--- src/symbol_counter_pkg.sv ---
package symbol_counter_pkg;
	// ==========================================
	// Bus geometry
	localparam int unsigned ADDR_W = 12;
	localparam int unsigned DATA_W = 32;

	// ==========================================
	// Register indices, byte address is four times the index
	localparam logic [7:0] IDX_CONTROL_FIRST  = 8'hDC;
	localparam logic [7:0] IDX_CONTROL_SECOND = 8'hDD;
	localparam logic [7:0] IDX_BUSY_STATUS    = 8'hDE;
	localparam logic [7:0] IDX_IRQ_MASK       = 8'hDF;
	localparam logic [7:0] IDX_IRQ_STATUS     = 8'hE0;
	localparam logic [7:0] IDX_COUNT_LL       = 8'hE1;
	localparam logic [7:0] IDX_COUNT_LH       = 8'hE2;
	localparam logic [7:0] IDX_COUNT_HL       = 8'hE3;
	localparam logic [7:0] IDX_COUNT_HH       = 8'hE4;

	// ==========================================
	// Field positions
	localparam int unsigned SEL_BIT      = 4;
	localparam int unsigned DIV_LSB      = 2;
	localparam int unsigned EXT_BIT      = 1;
	localparam int unsigned BACKOFF_BIT  = 0;
	localparam int unsigned BUSY_BIT     = 0;
	localparam int unsigned FLAG_BACKOFF = 4;
	localparam int unsigned FLAG_OVF     = 3;
	localparam int unsigned FLAG_CMP3    = 2;
	localparam int unsigned FLAG_CMP2    = 1;
	localparam int unsigned FLAG_CMP1    = 0;
	localparam int unsigned FLAG_W       = 5;

	// ==========================================
	// Reset values and counts
	localparam logic [2:0]        DIV_RESET       = 3'h0;
	localparam logic [FLAG_W-1:0] FLAGS_RESET     = 5'h00;
	localparam logic [31:0]       COUNT_RESET     = 32'h0000_0000;
	localparam logic [4:0]        BACKOFF_SYMBOLS = 5'h14;
	localparam logic [7:0]        PRESCALE_TOP    = 8'hFF;

	function automatic logic [ADDR_W-1:0] byte_addr(input logic [7:0] idx);
		byte_addr = {2'h0, idx, 2'h0};
	endfunction : byte_addr
endpackage : symbol_counter_pkg

--- src/symbol_tick_if.sv ---
`timescale 1ns/100ps
interface symbol_tick_if;
	logic [2:0] divider;
	logic       rtc_select;
	logic       ext_enable;
	logic       sleep;
	logic       symbol_tick;

	modport gen (input divider, input rtc_select, input ext_enable, input sleep,
		output symbol_tick);
	modport user (output divider, output rtc_select, output ext_enable, output sleep,
		input symbol_tick);
endinterface : symbol_tick_if

--- src/symbol_counter_clock_irq.sv ---
`timescale 1ns/100ps
module symbol_counter_clock_irq (
	input  wire logic                                   pclk,
	input  wire logic                                   presetn,
	input  wire logic [symbol_counter_pkg::ADDR_W-1:0]  paddr,
	input  wire logic                                   psel,
	input  wire logic                                   penable,
	input  wire logic                                   pwrite,
	input  wire logic [symbol_counter_pkg::DATA_W-1:0]  pwdata,
	output logic      [symbol_counter_pkg::DATA_W-1:0]  prdata,
	output logic                                        pready,
	output logic                                        pslverr,
	input  wire logic                                   crystal_clock_tick,
	input  wire logic                                   realtime_oscillator_input,
	input  wire logic                                   external_counter_clock_pin,
	input  wire logic                                   transceiver_sleep,
	input  wire logic [2:0]                             compare_match,
	input  wire logic [symbol_counter_pkg::FLAG_W-1:0]  irq_ack,
	output logic      [symbol_counter_pkg::FLAG_W-1:0]  counter_irq_request,
	output logic      [31:0]                            counter_value
);
	import symbol_counter_pkg::*;

	symbol_tick_if tk ();

	logic                 pready_reg;
	logic                 pslverr_reg;
	logic [DATA_W-1:0]    prdata_reg;
	logic                 clock_select_reg;
	logic [2:0]           divider_reg;
	logic                 ext_enable_reg;
	logic                 backoff_en_reg;
	logic [FLAG_W-1:0]    mask_reg;
	logic [FLAG_W-1:0]    mask_next;
	logic [FLAG_W-1:0]    status_reg;
	logic [FLAG_W-1:0]    status_next;
	logic [FLAG_W-1:0]    events;
	logic [FLAG_W-1:0]    irq_req_reg;
	logic [31:0]          count_reg;
	logic [31:8]          stage_reg;
	logic [7:0]           stage_low_reg;
	logic [31:0]          staged_value;
	logic                 pending_reg;
	logic [4:0]           slot_reg;
	logic                 setup_phase;
	logic                 wr_en;
	logic                 mapped;
	logic [7:0]           read_byte;
	logic                 tick;
	logic                 wrap_event;
	logic                 slot_event;

	function automatic logic hit(input logic [ADDR_W-1:0] a, input logic [7:0] idx);
		hit = (a == byte_addr(idx));
	endfunction : hit

	symbol_tick_gen u_tick (
		.pclk                       (pclk),
		.presetn                    (presetn),
		.crystal_clock_tick         (crystal_clock_tick),
		.realtime_oscillator_input  (realtime_oscillator_input),
		.external_counter_clock_pin (external_counter_clock_pin),
		.tk                         (tk.gen)
	);

	assign tk.divider    = divider_reg;
	assign tk.rtc_select = clock_select_reg;
	assign tk.ext_enable = ext_enable_reg;
	assign tk.sleep      = transceiver_sleep;
	assign tick          = tk.symbol_tick;

	// ==========================================
	// APB slave: one wait state, answer registered
	assign setup_phase = psel && penable && !pready_reg;
	assign wr_en       = psel && penable && pready_reg && pwrite;
	assign mapped      = hit(paddr, IDX_CONTROL_FIRST) || hit(paddr, IDX_CONTROL_SECOND)
		|| hit(paddr, IDX_BUSY_STATUS) || hit(paddr, IDX_IRQ_MASK)
		|| hit(paddr, IDX_IRQ_STATUS) || hit(paddr, IDX_COUNT_LL)
		|| hit(paddr, IDX_COUNT_LH) || hit(paddr, IDX_COUNT_HL)
		|| hit(paddr, IDX_COUNT_HH);

	// Reserved bits read as zero
	always_comb begin
		read_byte = 8'h00;
		if (hit(paddr, IDX_CONTROL_FIRST)) begin
			read_byte[SEL_BIT] = clock_select_reg;
		end else if (hit(paddr, IDX_CONTROL_SECOND)) begin
			read_byte = {3'h0, divider_reg, ext_enable_reg, backoff_en_reg};
		end else if (hit(paddr, IDX_BUSY_STATUS)) begin
			read_byte[BUSY_BIT] = pending_reg;
		end else if (hit(paddr, IDX_IRQ_MASK)) begin
			read_byte = {3'h0, mask_reg};
		end else if (hit(paddr, IDX_IRQ_STATUS)) begin
			read_byte = {3'h0, status_reg};
		end else if (hit(paddr, IDX_COUNT_LL)) begin
			read_byte = count_reg[7:0];
		end else if (hit(paddr, IDX_COUNT_LH)) begin
			read_byte = count_reg[15:8];
		end else if (hit(paddr, IDX_COUNT_HL)) begin
			read_byte = count_reg[23:16];
		end else if (hit(paddr, IDX_COUNT_HH)) begin
			read_byte = count_reg[31:24];
		end
	end

	always_ff @(posedge pclk or negedge presetn) begin
		if (!presetn) begin
			pready_reg  <= 1'b0;
			pslverr_reg <= 1'b0;
			prdata_reg  <= 32'h0000_0000;
		end else begin
			pready_reg  <= setup_phase;
			pslverr_reg <= setup_phase && !mapped;
			if (setup_phase && !pwrite) begin
				prdata_reg <= {24'h00_0000, read_byte};
			end
		end
	end

	// ==========================================
	// Control registers
	always_ff @(posedge pclk or negedge presetn) begin
		if (!presetn) begin
			clock_select_reg <= 1'b0;
			divider_reg      <= DIV_RESET;
			ext_enable_reg   <= 1'b0;
			backoff_en_reg   <= 1'b0;
		end else if (wr_en && hit(paddr, IDX_CONTROL_FIRST)) begin
			clock_select_reg <= pwdata[SEL_BIT];
		end else if (wr_en && hit(paddr, IDX_CONTROL_SECOND)) begin
			divider_reg    <= pwdata[DIV_LSB +: 3];
			ext_enable_reg <= pwdata[EXT_BIT];
			backoff_en_reg <= pwdata[BACKOFF_BIT];
		end
	end

	// ==========================================
	// Counter with staged write; the load waits for the next symbol tick,
	// which is why the busy flag can stand for a whole symbol period
	assign wrap_event   = tick && !pending_reg && (count_reg == 32'hFFFF_FFFF);
	assign staged_value = {stage_reg, stage_low_reg};

	always_ff @(posedge pclk or negedge presetn) begin
		if (!presetn) begin
			stage_reg     <= 24'h00_0000;
			stage_low_reg <= 8'h00;
		end else if (wr_en && hit(paddr, IDX_COUNT_LL)) begin
			stage_low_reg <= pwdata[7:0];
		end else if (wr_en && hit(paddr, IDX_COUNT_LH)) begin
			stage_reg[15:8] <= pwdata[7:0];
		end else if (wr_en && hit(paddr, IDX_COUNT_HL)) begin
			stage_reg[23:16] <= pwdata[7:0];
		end else if (wr_en && hit(paddr, IDX_COUNT_HH)) begin
			stage_reg[31:24] <= pwdata[7:0];
		end
	end

	always_ff @(posedge pclk or negedge presetn) begin
		if (!presetn) begin
			count_reg   <= COUNT_RESET;
			pending_reg <= 1'b0;
		end else begin
			if (tick) begin
				count_reg   <= pending_reg ? staged_value : count_reg + 32'h1;
				pending_reg <= 1'b0;
			end
			// A new low-byte write keeps busy set over a load in the same cycle; that load still takes the old staged value
			if (wr_en && hit(paddr, IDX_COUNT_LL)) begin
				pending_reg <= 1'b1;
			end
		end
	end

	// ==========================================
	// Backoff slot counter, restarts from zero whenever disabled
	assign slot_event = backoff_en_reg && tick && (slot_reg == BACKOFF_SYMBOLS - 5'h1);

	always_ff @(posedge pclk or negedge presetn) begin
		if (!presetn) begin
			slot_reg <= 5'h00;
		end else if (!backoff_en_reg) begin
			slot_reg <= 5'h00;
		end else if (tick) begin
			slot_reg <= slot_event ? 5'h00 : slot_reg + 5'h01;
		end
	end

	// ==========================================
	// Status and mask; a new event wins over any clear in the same cycle
	always_comb begin
		events               = FLAGS_RESET;
		events[FLAG_BACKOFF] = slot_event;
		events[FLAG_OVF]     = wrap_event;
		events[FLAG_CMP3]    = compare_match[2];
		events[FLAG_CMP2]    = compare_match[1];
		events[FLAG_CMP1]    = compare_match[0];
		status_next = status_reg & ~(irq_ack & mask_reg);
		if (wr_en && hit(paddr, IDX_IRQ_STATUS)) begin
			status_next = status_next & ~pwdata[FLAG_W-1:0];
		end
		status_next = status_next | events;
		mask_next   = mask_reg;
		if (wr_en && hit(paddr, IDX_IRQ_MASK)) begin
			mask_next = pwdata[FLAG_W-1:0];
		end
	end

	always_ff @(posedge pclk or negedge presetn) begin
		if (!presetn) begin
			status_reg  <= FLAGS_RESET;
			mask_reg    <= FLAGS_RESET;
			irq_req_reg <= FLAGS_RESET;
		end else begin
			status_reg  <= status_next;
			mask_reg    <= mask_next;
			irq_req_reg <= status_next & mask_next;
		end
	end

	assign prdata              = prdata_reg;
	assign pready              = pready_reg;
	assign pslverr             = pslverr_reg;
	assign counter_irq_request = irq_req_reg;
	assign counter_value       = count_reg;
endmodule : symbol_counter_clock_irq

--- src/symbol_tick_gen.sv ---
`timescale 1ns/100ps
module symbol_tick_gen (
	input  wire logic    pclk,
	input  wire logic    presetn,
	input  wire logic    crystal_clock_tick,
	input  wire logic    realtime_oscillator_input,
	input  wire logic    external_counter_clock_pin,
	symbol_tick_if.gen   tk
);
	import symbol_counter_pkg::*;

	logic [2:0] rtc_sync_reg;
	logic [2:0] ext_sync_reg;
	logic [7:0] prescale_reg;
	logic       tick_reg;
	logic       rtc_rise;
	logic       ext_rise;
	logic       xtal_pulse;
	logic [7:0] limit;

	// Code 7 is undefined; it behaves as the fastest setting
	function automatic logic [7:0] prescale_limit(input logic [2:0] code);
		prescale_limit = (code == 3'h7) ? (PRESCALE_TOP >> 6) : (PRESCALE_TOP >> code);
	endfunction : prescale_limit

	// ==========================================
	// Pin synchronisers; only stages two and three feed the edge detect
	always_ff @(posedge pclk or negedge presetn) begin
		if (!presetn) begin
			rtc_sync_reg <= 3'h0;
			ext_sync_reg <= 3'h0;
		end else begin
			rtc_sync_reg <= {rtc_sync_reg[1:0], realtime_oscillator_input};
			ext_sync_reg <= {ext_sync_reg[1:0], external_counter_clock_pin};
		end
	end

	assign rtc_rise   = rtc_sync_reg[1] & ~rtc_sync_reg[2];
	assign ext_rise   = ext_sync_reg[1] & ~ext_sync_reg[2];
	assign limit      = prescale_limit(tk.divider);
	assign xtal_pulse = crystal_clock_tick && (prescale_reg >= limit);

	// ==========================================
	// Prescaler; >= keeps it safe when the code shrinks mid-count
	always_ff @(posedge pclk or negedge presetn) begin
		if (!presetn) begin
			prescale_reg <= 8'h00;
		end else if (crystal_clock_tick) begin
			prescale_reg <= xtal_pulse ? 8'h00 : prescale_reg + 8'h01;
		end
	end

	always_ff @(posedge pclk or negedge presetn) begin
		if (!presetn) begin
			tick_reg <= 1'b0;
		end else if (tk.ext_enable) begin
			tick_reg <= ext_rise;
		end else if (tk.rtc_select || tk.sleep) begin
			tick_reg <= rtc_rise;
		end else begin
			tick_reg <= xtal_pulse;
		end
	end

	assign tk.symbol_tick = tick_reg;
endmodule : symbol_tick_gen

--- config.mk ---
export PLATFORM = sky130hd
export DESIGN_NAME = symbol_counter_clock_irq
export DESIGN_NICKNAME = d
export VERILOG_FILES = /design/src/symbol_counter_pkg.sv /design/src/symbol_tick_if.sv /design/src/symbol_counter_clock_irq.sv /design/src/symbol_tick_gen.sv
export SDC_FILE = /design/constraint.sdc
export NUM_CORES = 1
export LEC_CHECK = 0
export BUFFER_PORTS_ARGS = -buffer_cell sky130_fd_sc_hd__buf_2
export CORE_UTILIZATION = 55
export CTS_CLUSTER_SIZE = 10
export DETAILED_ROUTE_END_ITERATION = 8
export PLACE_DENSITY = 0.85
export SYNTH_ARGS = -nofsm -noshare
export SYNTH_HDL_FRONTEND = slang
export SYNTH_SLANG_ARGS = --single-unit
--- constraint.sdc ---
create_clock -name pclk -period 2.5 [get_ports pclk]
set_clock_uncertainty 0.05 [all_clocks]
set_input_delay 0.125 -clock pclk [delete_from_list [all_inputs] [get_ports pclk]]
set_output_delay 0.125 -clock pclk [all_outputs]
set_load 0.005 [all_outputs]
# After elaboration in Yosys (flattened, before gate mapping)
# Cells that the tools add are included.
[op_classes]
addsub = 3
n_mul = 0
div = 0
order_cmp = 1
n_eq_ne = 13
shifts = 1
mux = 24
bitwise_logic = 15
n_reduce_logical = 37
[ops]
columns = ["op", "count"]
rows = [
  ["$eq 12x10->1 const B", 9],
  ["$mux 8", 9],
  ["$add 32x1->32 const B", 1],
  ["$eq 32x32->1 const B", 1],
  ["$mux 32", 1],
  ["$mux 5", 5],
  ["$and 5x5->5", 4],
  ["$logic_and 1x1->1", 19],
  ["$not 5->5", 2],
  ["$logic_or 1x1->1", 9],
  ["$add 8x1->8 const B", 1],
  ["$ge 8x8->1", 1],
  ["$shr 8x3->8 const A", 1],
  ["$mux 7", 1],
  ["$mux 1", 6],
  ["$not 1->1", 6],
  ["$add 5x1->5 const B", 1],
  ["$eq 5x5->1 const B", 1],
  ["$or 5x5->5", 1],
  ["$logic_not 1->1", 4],
  ["$mux 4", 1],
  ["$reduce_and 2->1", 2],
  ["$reduce_and 4->1", 1],
  ["$eq 3x3->1 const B", 1],
  ["other kinds (5)", 6],
]
[totals]
regBits = 116
latch_bits = 0
mem_bits_rw = 0
romBits = 0
input_bits = 61
out_inout_bits = 71
word_cells = 115
n_memories = 0

# Depth between registers and ports, before layout
# Gate-level depths: netlist (run 1).
[logic_depth]
ltp_word = 11
mapped_depth = 7
ltp_nobuf = 7

# By module
# From an unflattened synthesis (run 1), not the netlist that was laid out.
[hier_totals]
cells_unflattened = 660
hier_area_um2 = 6485.0
[by_module_without_submodules]
columns = ["mod", "instances", "cells_each", "area_per_inst_um2", "seq_area_each_um2"]
rows = [
  ["symbol_counter_clock_irq", 1, 582, 5680.4, 2527.4],
  ["symbol_tick_gen", 1, 78, 804.5, 375.4],
]

# Worst setup path before layout (run 1)
# Ideal clock, no wire load.
[synth_path]
kind = "reg-to-reg"
from = "reg count_reg[16], in the netlist counter_value[16]"
to = "reg count_reg[29], in the netlist counter_value[29]"
setup_ps = 127
arrival_time_ps = 2090
t_required_ps = 2323
slack_ps = 233
stages_incl_launch_ff = 8
path_buffers = 2
period_less_slack_ps = 2267
path_cell_list = "dfrtp_1 > buf_2 > nand4_1 > or4_1 > clkbuf_1 > or4_1 > a221oi_1 > nor2_1"
[synth_via]
elab_chain_len = 2
[synth_lines]
columns = ["element", "line_no", "rtl"]
rows = [
  ["start, declared", "symbol_counter_clock_irq.sv:39", "logic [31:0] count_reg;"],
  ["start signal, assigned", "symbol_counter_clock_irq.sv:164", "count_reg <= pending_reg ? staged_value : count_reg + 32'h1;"],
  ["$add 32x1->32", "symbol_counter_clock_irq.sv:164", ""],
  ["$mux 32", "symbol_counter_clock_irq.sv:164", ""],
]
# No other way between the ends.
# A chain may end at the register's enable or synchronous reset.

# Worst setup path in the final report (run 1)
[layout_path]
from = "reg count_reg[19], in the netlist counter_value[19]"
to = "reg count_reg[25], in the netlist counter_value[25]"
# Same word-level chain as after synthesis.

==> impl_metrics.toml, run 1 <==
[clock_network]
h-tree-depth = 4
clk_latency_ns = 0.42
cts-root-buf = "clkbuf_16"
cts.sinks = 116
tritoncts = "done"
cts_max_path_buffers = 2
clk_pin_slew_ns = 0.05
cts_inserted_buffers = 17

[sta]
slew_viol_final = 0
finalSetupViolCount = 0
tightest_slew_ns = 0.869
hold_violations = 0
finalSetupTns_ns = 0
max_freq_ghz = 0.429
rsz0062_at_grt = "no"
period_needed_ns = 2.33
period_share_pct = 93.2
relSlewSlack_pct = 41.9

[pwr]
power.share.clock_pct = 43.8
power_switching_mw = 1.25
p_leak_nw = 3.65
vdd_drop_max_v = 0.000435
powerDensity_mw_per_mm2 = 614
combPwrFrac_pct = 12.2
p_int_mw = 3.48
switching_share_pct = 26.4
power_frac_seq_pct = 44.0

[floorplan]
start_util_pct = 57.7
boundaryPins = 132
die_area_mm2 = 0.0120
fp.dieW_um = 110
rows = 38
die_y_um = 110
fp.coreArea_mm2 = 0.0110

[finish]
largest_reg_flops = 32
drive_above_1_share_pct = 27.3
fillers = 825
final_cells = 917
nets = 838
mostFrequentLayoutCell = "dfrtp_1"
antenna_cells = 0
syn2layout_area_growth_pct = 21.3
layout_common_cells = "dfrtp_1 (116), buf_2 (82), nand2_1 (56), mux2_2 (45), buf_4 (43)"

[routing]
detail_route.vias_per_cell = 6.49
drtPass1Iterations = 6
wl_met3_mm = 1.80
ant_nets = 0
wl_mm = 18.6
remaining_drc_errors = 0
drt_iter0_drc = 613
met2WireLength_mm = 8.71
m1WireLength_mm = 7.54
top_layer_used = "met4"
wl_per_cell_um = 20.3
num_vias = 5953

[flow_run]
cap_violations = 0

[min_path]
hold_path.class = "input port to register"

[place]
hpwl_mm = 13.0
dp_cells = 873
gp_congestion = 0.935
portBuffers = 83

[global_route]
grt_pass1_wl_mm = 29.4
grt-ovfl-total = 0
grt_util_all_layers_pct = 33.3
grt_pass1_vias = 5733
antenna_found_initial = 0
grt_max_degree = 51

[critical_path]
path_cells = "nand4_1 -> or4_1 -> buf_4 -> o311ai_0 -> o41ai_1 -> a221o_1"
crit_family = "compound AO/OA/AOI/OAI gates"
path_class = "register to register"
crit_arrival_ns = 2.58
slowest_delay_ns = 0.56
critPathBufInv = 1
worst_setup_path_start_kind = "register"
cp-end-kind = "register"
crit_required_ns = 2.75
cpMaxStageDelayCell = "or4_1"
worst-path-max-fanout = 7

[yosys]
synth.ff_latch_count = 116
ys_seq_area_share_pct = 45.6
ys.flop_type = "dfrtp_1"
synth_area_mm2 = 0.00636
syn_area_per_cell_um2 = 9.94
yosysUniqueCellTypes = 70
async_flop_share_pct = 100
syn_inst = 640
synth_warnings = 0
synth-edff-count = 0

[outcome]
outcome = "finished, final reports clean"
==> logic make-up after synthesis <==
| family | Yosys count | share of synthesized area, % |
|---|---|---|
| multiplexers | 57 | 9.86 |
| AND/OR/NAND/NOR | 220 | 18.8 |
| other | 1 | 0.0590 |
| flip-flops | 116 | 45.6 |
| AO/OA/AOI/OAI | 162 | 17.3 |
| adder cells (fa/ha/maj) | 10 | 1.97 |
| buffers and inverters | 70 | 5.82 |
| XOR/XNOR | 4 | 0.551 |
==> synth_stat cells (10+ instances only) <==
cell	number	area (um2)
a21oi_1	39	195
a22oi_1	10	75.1
buf_4	24	180
clkbuf_1	25	93.8
dfrtp_1	116	2900
ha_1	10	125
inv_1	13	48.8
mux2_2	45	507
mux2i_1	12	120
nand2_1	56	210
nand2b_1	10	62.6
nand3_1	28	140
nand4_1	11	68.8
nor2_1	28	105
nor2b_1	10	62.6
nor3_1	19	95.1
o21ai_0	28	140
o22ai_1	19	119
==> area by class of cell <==
class | instances | area (um2) | share of cell area (%)
tap | 140 | 175 | 2.27
multi-input combinational | 477 | 3180 | 41.2
clock buffer | 22 | 464 | 6.02
inverter | 14 | 52.6 | 0.681
sequential | 116 | 2900 | 37.6
timing repair buffer | 141 | 903 | 11.7
clock inverter | 7 | 35.0 | 0.454
==> stage by stage <==
step	setup WS, ns	hold WS (ns)	total power, mW	utilization (%)	instance area (um2)
6_report	0.169	0.0216	4.73	69.9	7710
3_5_place_dp	0.223	0.0751	2.66	64.0	7060
3_3_place_gp	0.290	0.0628	2.62	64.0	7060
5_1_grt	0.0964	0.0277	4.91	69.9	7710
4_1_cts	0.115	0.00612	4.74	69.9	7710
2_1_floorplan	0.233	-0.221	2.42	-	6450
==> routing by layer <==
layer  vias up  global-route usage (%)
met4         0                    16.6
met3        63                    9.01
met2       402                    51.8
li1       2612                       -
met1      2876                    43.0
met5         -                       0
==> worst paths after layout <==
| check | startpoint | to | slack (ns) | cells past startpoint |
|---|---|---|---|---|
| worst min register to register | u_tick.ext_sync_reg[0]$_DFF_PN0_ | u_tick.ext_sync_reg[1]$_DFF_PN0_ | 0.30 | 0 |
| worst max-delay path | counter_value[19]$_DFFE_PN0P_ | counter_value[25]$_DFFE_PN0P_ | 0.17 | 6 |
| min in group asynchronous | presetn | u_tick.prescale_reg[1]$_DFFE_PN0P_ | 0.17 | 2 |
| worst min-delay path | crystal_clock_tick | u_tick.prescale_reg[7]$_DFFE_PN0P_ | 0.02 | 2 |
| max in group asynchronous | presetn | counter_value[17]$_DFFE_PN0P_ | 1.45 | 3 |
| worst max register to register | counter_value[19]$_DFFE_PN0P_ | counter_value[25]$_DFFE_PN0P_ | 0.17 | 6 |
==> timing repair <==
action / 4_1_cts / 5_1_grt
hold buffers: 15 / 0
resized for setup: 0 / 2
endpoints found under the setup margin: 0 / 5
hold endpoints to repair: 59 / 0
setup buffers: 0 / 0
==> power groups by stage <==
stage               logic, mW  clock network (mW)  registers [mW]
global route            0.643                2.17            2.09
floorplan               0.332                   0            2.09
finish                  0.578                2.07            2.08
CTS                     0.569                2.09            2.08
global placement        0.519                   0            2.10
detailed placement      0.550                   0            2.11
(Power assumes the default switching activity.)
==> inputs of run 2 (changes only) <==
- CORE_UTILIZATION: 55 -> 57
- CTS_BUF_LIST: default -> sky130_fd_sc_hd__clkbuf_4
- PLACE_DENSITY: 0.85 -> 0.88
==> run 2 against run 1 <==
  * Sequential cell count unchanged
  * Sequential power about the same
  * Count of clock-buffer cells in the layout decreased by 5
  * Fmax decreased by 1.4%
  * Critical path type unchanged
==> impl_metrics.toml, run 2 (synthesis results as in run 1) <==
[pwr]
power.total_mw = 4.28
vdd_drop_max_v = 0.000367
p_leak_nw = 3.63
powerDensity_mw_per_mm2 = 558

[min_path]
hold_path.class = "input port to register"

[routing]
wl_mm = 18.3
num_vias = 6012
drtPass1Iterations = 6
ant_nets = 0
detail_route.vias_per_cell = 6.45
remaining_drc_errors = 0
drt_iter0_drc = 720
wl_per_cell_um = 19.6

[finish]
drive_above_1_share_pct = 27.5
largest_reg_flops = 32
antenna_cells = 0
syn2layout_area_growth_pct = 20.7
nets = 850
mostFrequentLayoutCell = "dfrtp_1"
layout_common_cells = "dfrtp_1 (116), buf_2 (82), nand2_1 (56), mux2_2 (45), buf_4 (43)"

[sta]
finalSetupViolCount = 0
period_share_pct = 94.5
max_freq_ghz = 0.423
tightest_slew_ns = 0.828
rsz0062_at_grt = "no"
slew_viol_final = 0
finalSetupTns_ns = 0
period_needed_ns = 2.36
relSlewSlack_pct = 44.4
hold_violations = 0
fin_ws_ns = 0.137

[critical_path]
worst-path-max-fanout = 6
path_class = "register to register"
crit_arrival_ns = 2.73
worst_setup_path_start_kind = "register"
rrSetupSlack_ns = 0.14
cp-end-kind = "register"
crit_required_ns = 2.87

[clock_network]
cts.sinks = 116
cts-root-buf = "clkbuf_4"
tritoncts = "done"
clk_latency_ns = 0.55
cts_max_path_buffers = 2
clk_pin_slew_ns = 0.12
cts_inserted_buffers = 17
h-tree-depth = 4

[global_route]
grt_max_degree = 62
grt_util_all_layers_pct = 34.0
grt_pass1_wl_mm = 29.8
grt-ovfl-total = 0
grt_pass1_vias = 5836
antenna_found_initial = 0

[floorplan]
rows = 38
die_y_um = 108
die_area_mm2 = 0.0116
fp.dieW_um = 108
boundaryPins = 132
fp.coreArea_mm2 = 0.0108
start_util_pct = 58.7

[place]
gp_congestion = 0.946
portBuffers = 83
place_ws_ns = 0.144
hpwl_mm = 12.6

[flow_run]
cap_violations = 0

[outcome]
outcome = "finished, final reports clean"
run 2: cell count changes in the layout (fill, tap and decap cells not counted), moves of 2 or more:
cell	before	now
clkbuf_16	17	0
clkbuf_4	0	17
dlygate4sd3_1	15	27
bufinv_16	0	5
clkinvlp_4	0	4
clkbuf_1	3	0
clkinv_2	7	4
clkbuf_8	2	0
run 2: worst paths after layout:
| kind | to | from | depth (start not counted) |
|---|---|---|---|
| worst max register to register | status_reg[0]$_DFF_PN0_ | pready$_DFF_PN0_ | 6 |
| worst max-delay path | status_reg[0]$_DFF_PN0_ | pready$_DFF_PN0_ | 6 |
| min in group asynchronous | counter_irq_request[1]$_DFF_PN0_ | presetn | 2 |
| max in group asynchronous | counter_value[16]$_DFFE_PN0P_ | presetn | 3 |
| worst min register to register | u_tick.ext_sync_reg[1]$_DFF_PN0_ | u_tick.ext_sync_reg[0]$_DFF_PN0_ | 0 |
| worst min-delay path | pslverr$_DFF_PN0_ | paddr[0] | 3 |
run 2: report_power, final:
| group | total [mW] | switching [mW] | internal (mW) |
|---|---|---|---|
| logic | 0.570 | 0.327 | 0.244 |
| clock network | 1.64 | 0.762 | 0.882 |
| registers | 2.07 | 0.110 | 1.96 |
| total | 4.28 | 1.20 | 3.08 |
run 2: metal layers:
metal	global-route usage [%]	vias up	part of all wire [%]
met5	0	-	0
met4	16.3	0	3.4
met3	9.56	60	11
met2	52.8	414	46
met1	43.7	2895	39
li1	-	2643	-
run 2: repair_timing:
| action | in CTS | in global routing |
|---|---|---|
| setup endpoints to repair | 0 | 4 |
| hold buffers | 27 | 0 |
| setup buffers | 0 | 1 |
| hold endpoints to repair | 121 | 0 |
| resized for setup | 0 | 1 |
run 2: area by class of cell:
type                            instances  area, um2
Sequential cell                       116       2900
Timing Repair Buffer                  153       1020
Clock buffer                           17        128
Clock inverter                         15        213
Tap cell                              140        175
Multi-Input combinational cell        477       3180
Fill cell                             757       3170
Inverter                               14       52.6
run 2: metrics by stage:
step                area (um2)  util [%]  hold WS (ns)  cells
finish                    7670      70.8         0.111    932
global route              7670      70.8        0.0850    932
CTS                       7660      70.7        0.0403    931
detailed placement        7050      65.0         0.190    872
global placement          7050      65.0         0.173    872
floorplan                 6450         -        -0.221    663
run 2: worst max-delay path: stages (launching register included):
cell,delay (ns)
dfrtp_1,0.45
nand4_2,0.24
nor4_2,0.44
buf_4,0.20
nand2_1,0.05
a31o_2,0.26
dlygate4sd3_1,0.56
==> inputs of run 3 (changes only) <==
--- a/config.mk
+++ b/config.mk
@@ -12,4 +12,5 @@
 export DETAILED_ROUTE_END_ITERATION = 8
 export PLACE_DENSITY = 0.88
+export REMOVE_ABC_BUFFERS = 1
 export SYNTH_ARGS = -nofsm -noshare
 export SYNTH_HDL_FRONTEND = slang
--- a/constraint.sdc
+++ b/constraint.sdc
@@ -3,3 +3,3 @@
 set_input_delay 0.125 -clock pclk [delete_from_list [all_inputs] [get_ports pclk]]
 set_output_delay 0.125 -clock pclk [all_outputs]
-set_load 0.005 [all_outputs]
+set_load 0.02 [all_outputs]
==> run 3 against run 2 <==
  * Via count fell by 1.4%
  * Setup slack got worse by 0.090 ns
  * Highest routed layer unchanged
  * Critical path depth rose by 1
  * Combinational power rose by 12%
  * Critical endpoint is now counter_irq_request[0]$_DFF_PN0_
==> impl_metrics.toml, run 3 (synthesis results as in run 1) <==
[place]
dp_cells = 872
placed_cell_area_mm2 = 0.00705
hpwl_mm = 12.5
gp_congestion = 0.960
portBuffers = 83

[floorplan]
rows = 38
fp.dieW_um = 108
die_y_um = 108
fp.coreArea_mm2 = 0.0108
start_util_pct = 58.7
boundaryPins = 132
die_area_mm2 = 0.0116

[pwr]
switching_share_pct = 29.2
power_switching_mw = 1.25
powerDensity_mw_per_mm2 = 559
power_frac_seq_pct = 48.8
p_int_mw = 3.01
vdd_drop_max_v = 0.000414
power.share.clock_pct = 36.2
power.total_mw = 4.26
combPwrFrac_pct = 15.1
p_leak_nw = 3.61

[global_route]
grt_util_all_layers_pct = 33.5
grt_max_degree = 65
antenna_found_initial = 1
grt_pass1_vias = 5702
grt-ovfl-total = 0
grt_pass1_wl_mm = 29.3

[routing]
wl_mm = 18.3
drt_iter0_drc = 620
drtPass1Iterations = 5
num_vias = 5927
remaining_drc_errors = 0
wl_per_cell_um = 19.7
detail_route.vias_per_cell = 6.37
ant_nets = 0

[finish]
drive_above_1_share_pct = 27.3
mostFrequentLayoutCell = "dfrtp_1"
syn2layout_area_growth_pct = 19.9
nets = 848
final_area_mm2 = 0.00762
final_cells = 930
final_util_pct = 70.3
layout_common_cells = "dfrtp_1 (116), buf_2 (82), nand2_1 (56), mux2_2 (45), buf_4 (43)"
antenna_cells = 0
largest_reg_flops = 32

[clock_network]
clk_pin_slew_ns = 0.11
clk_latency_ns = 0.57
cts_inserted_buffers = 17
h-tree-depth = 4
cts.sinks = 116
cts_max_path_buffers = 2
cts-root-buf = "clkbuf_4"
tritoncts = "done"

[sta]
period_needed_ns = 2.45
period_share_pct = 98.1
max_freq_ghz = 0.408
rsz0062_at_grt = "no"
whs_ns = 0.0363
hold_violations = 0
finalSetupViolCount = 0
slew_viol_final = 0
relSlewSlack_pct = 44.5
tightest_slew_ns = 0.832

[critical_path]
crit_required_ns = 2.90
critPathBufInv = 2
worst-path-max-fanout = 6
cp-end-kind = "register"
cpMaxStageDelayCell = "dlygate4sd3_1"
slowest_delay_ns = 0.59
path_cells = "nand4_2 -> nor4_2 -> buf_4 -> nand2_1 -> a31o_2 -> dlygate4sd3_1 -> and2_1"
crit_family = "simple AND/OR/NAND/NOR gates"
path_class = "register to register"
worst_setup_path_start_kind = "register"
crit_arrival_ns = 2.85

[min_path]
hold_path.class = "input port to register"

[outcome]
outcome = "finished, final reports clean"

[flow_run]
cap_violations = 0
==> run 3: cell count changes in the layout (fill, tap and decap cells not counted) <==
cell | previous run | this run
bufinv_16 | 5 | 4
dlygate4sd3_1 | 27 | 25
clkinvlp_4 | 4 | 2
clkinv_2 | 4 | 3
clkinv_4 | 1 | 0
clkinv_1 | 2 | 4
clkbuf_4 | 17 | 20
==> run 3: timing repair <==
action                                  in CTS  in global routing
hold buffers                                25                  0
buffers inserted                             0                  1
hold endpoints to repair                   131                  0
resized for setup                            0                  1
endpoints found under the setup margin       0                  4
==> run 3: final timing paths <==
path                            slack [ns]                                to                             start  cells past startpoint
max in group asynchronous             1.50      stage_low_reg[2]$_DFFE_PN0P_                           presetn                      3
min in group asynchronous             0.12           status_reg[1]$_DFF_PN0_                           presetn                      2
worst min-delay path                  0.04                 pslverr$_DFF_PN0_                          paddr[1]                      3
worst max-delay path                  0.05  counter_irq_request[0]$_DFF_PN0_                  pready$_DFF_PN0_                      7
worst min register to register        0.33  u_tick.ext_sync_reg[1]$_DFF_PN0_  u_tick.ext_sync_reg[0]$_DFF_PN0_                      0
worst max register to register        0.05  counter_irq_request[0]$_DFF_PN0_                  pready$_DFF_PN0_                      7
==> run 3: stage by stage <==
step                      setup TNS, ns  setup WS (ns)
after floorplan                  -0.694         -0.310
final                                 0         0.0470
after global placement                0          0.212
after detailed placement              0          0.146
after CTS                             0        0.00516
after global routing                  0       0.000947
==> run 3: worst reg2reg max path, stage by stage, from the launching register on <==
cell           delay [ns]
dfrtp_1              0.45
nand4_2              0.24
nor4_2               0.34
buf_4                0.21
nand2_1              0.07
a31o_2               0.25
dlygate4sd3_1        0.59
and2_1               0.16
==> run 3: cell type report <==
cell class | instances | area [um2]
Inverter | 14 | 52.6
Sequential cell | 116 | 2900
Timing Repair Buffer | 151 | 1000
Clock buffer | 20 | 150
Clock inverter | 12 | 161
Fill cell | 778 | 3220
Multi-Input combinational cell | 477 | 3180
Tap cell | 140 | 175
==> run 3: power groups by stage <==
stage	Sequential (mW)	Clock [mW]	Combinational, mW
floorplan	2.13	0	0.307
global placement	2.10	0	0.569
detailed placement	2.11	0	0.600
CTS	2.07	1.54	0.632
global route	2.09	1.63	0.711
finish	2.08	1.54	0.641
==> run 3: metal layers <==
metal  GRT usage (%)  part of all wire [%]  vias to the layer above
met5               0                     0                        -
met4            14.0                   3.0                        0
met3            8.60                    11                       54
met2            52.4                    47                      422
met1            44.1                    39                     2816
li1                -                     -                     2635
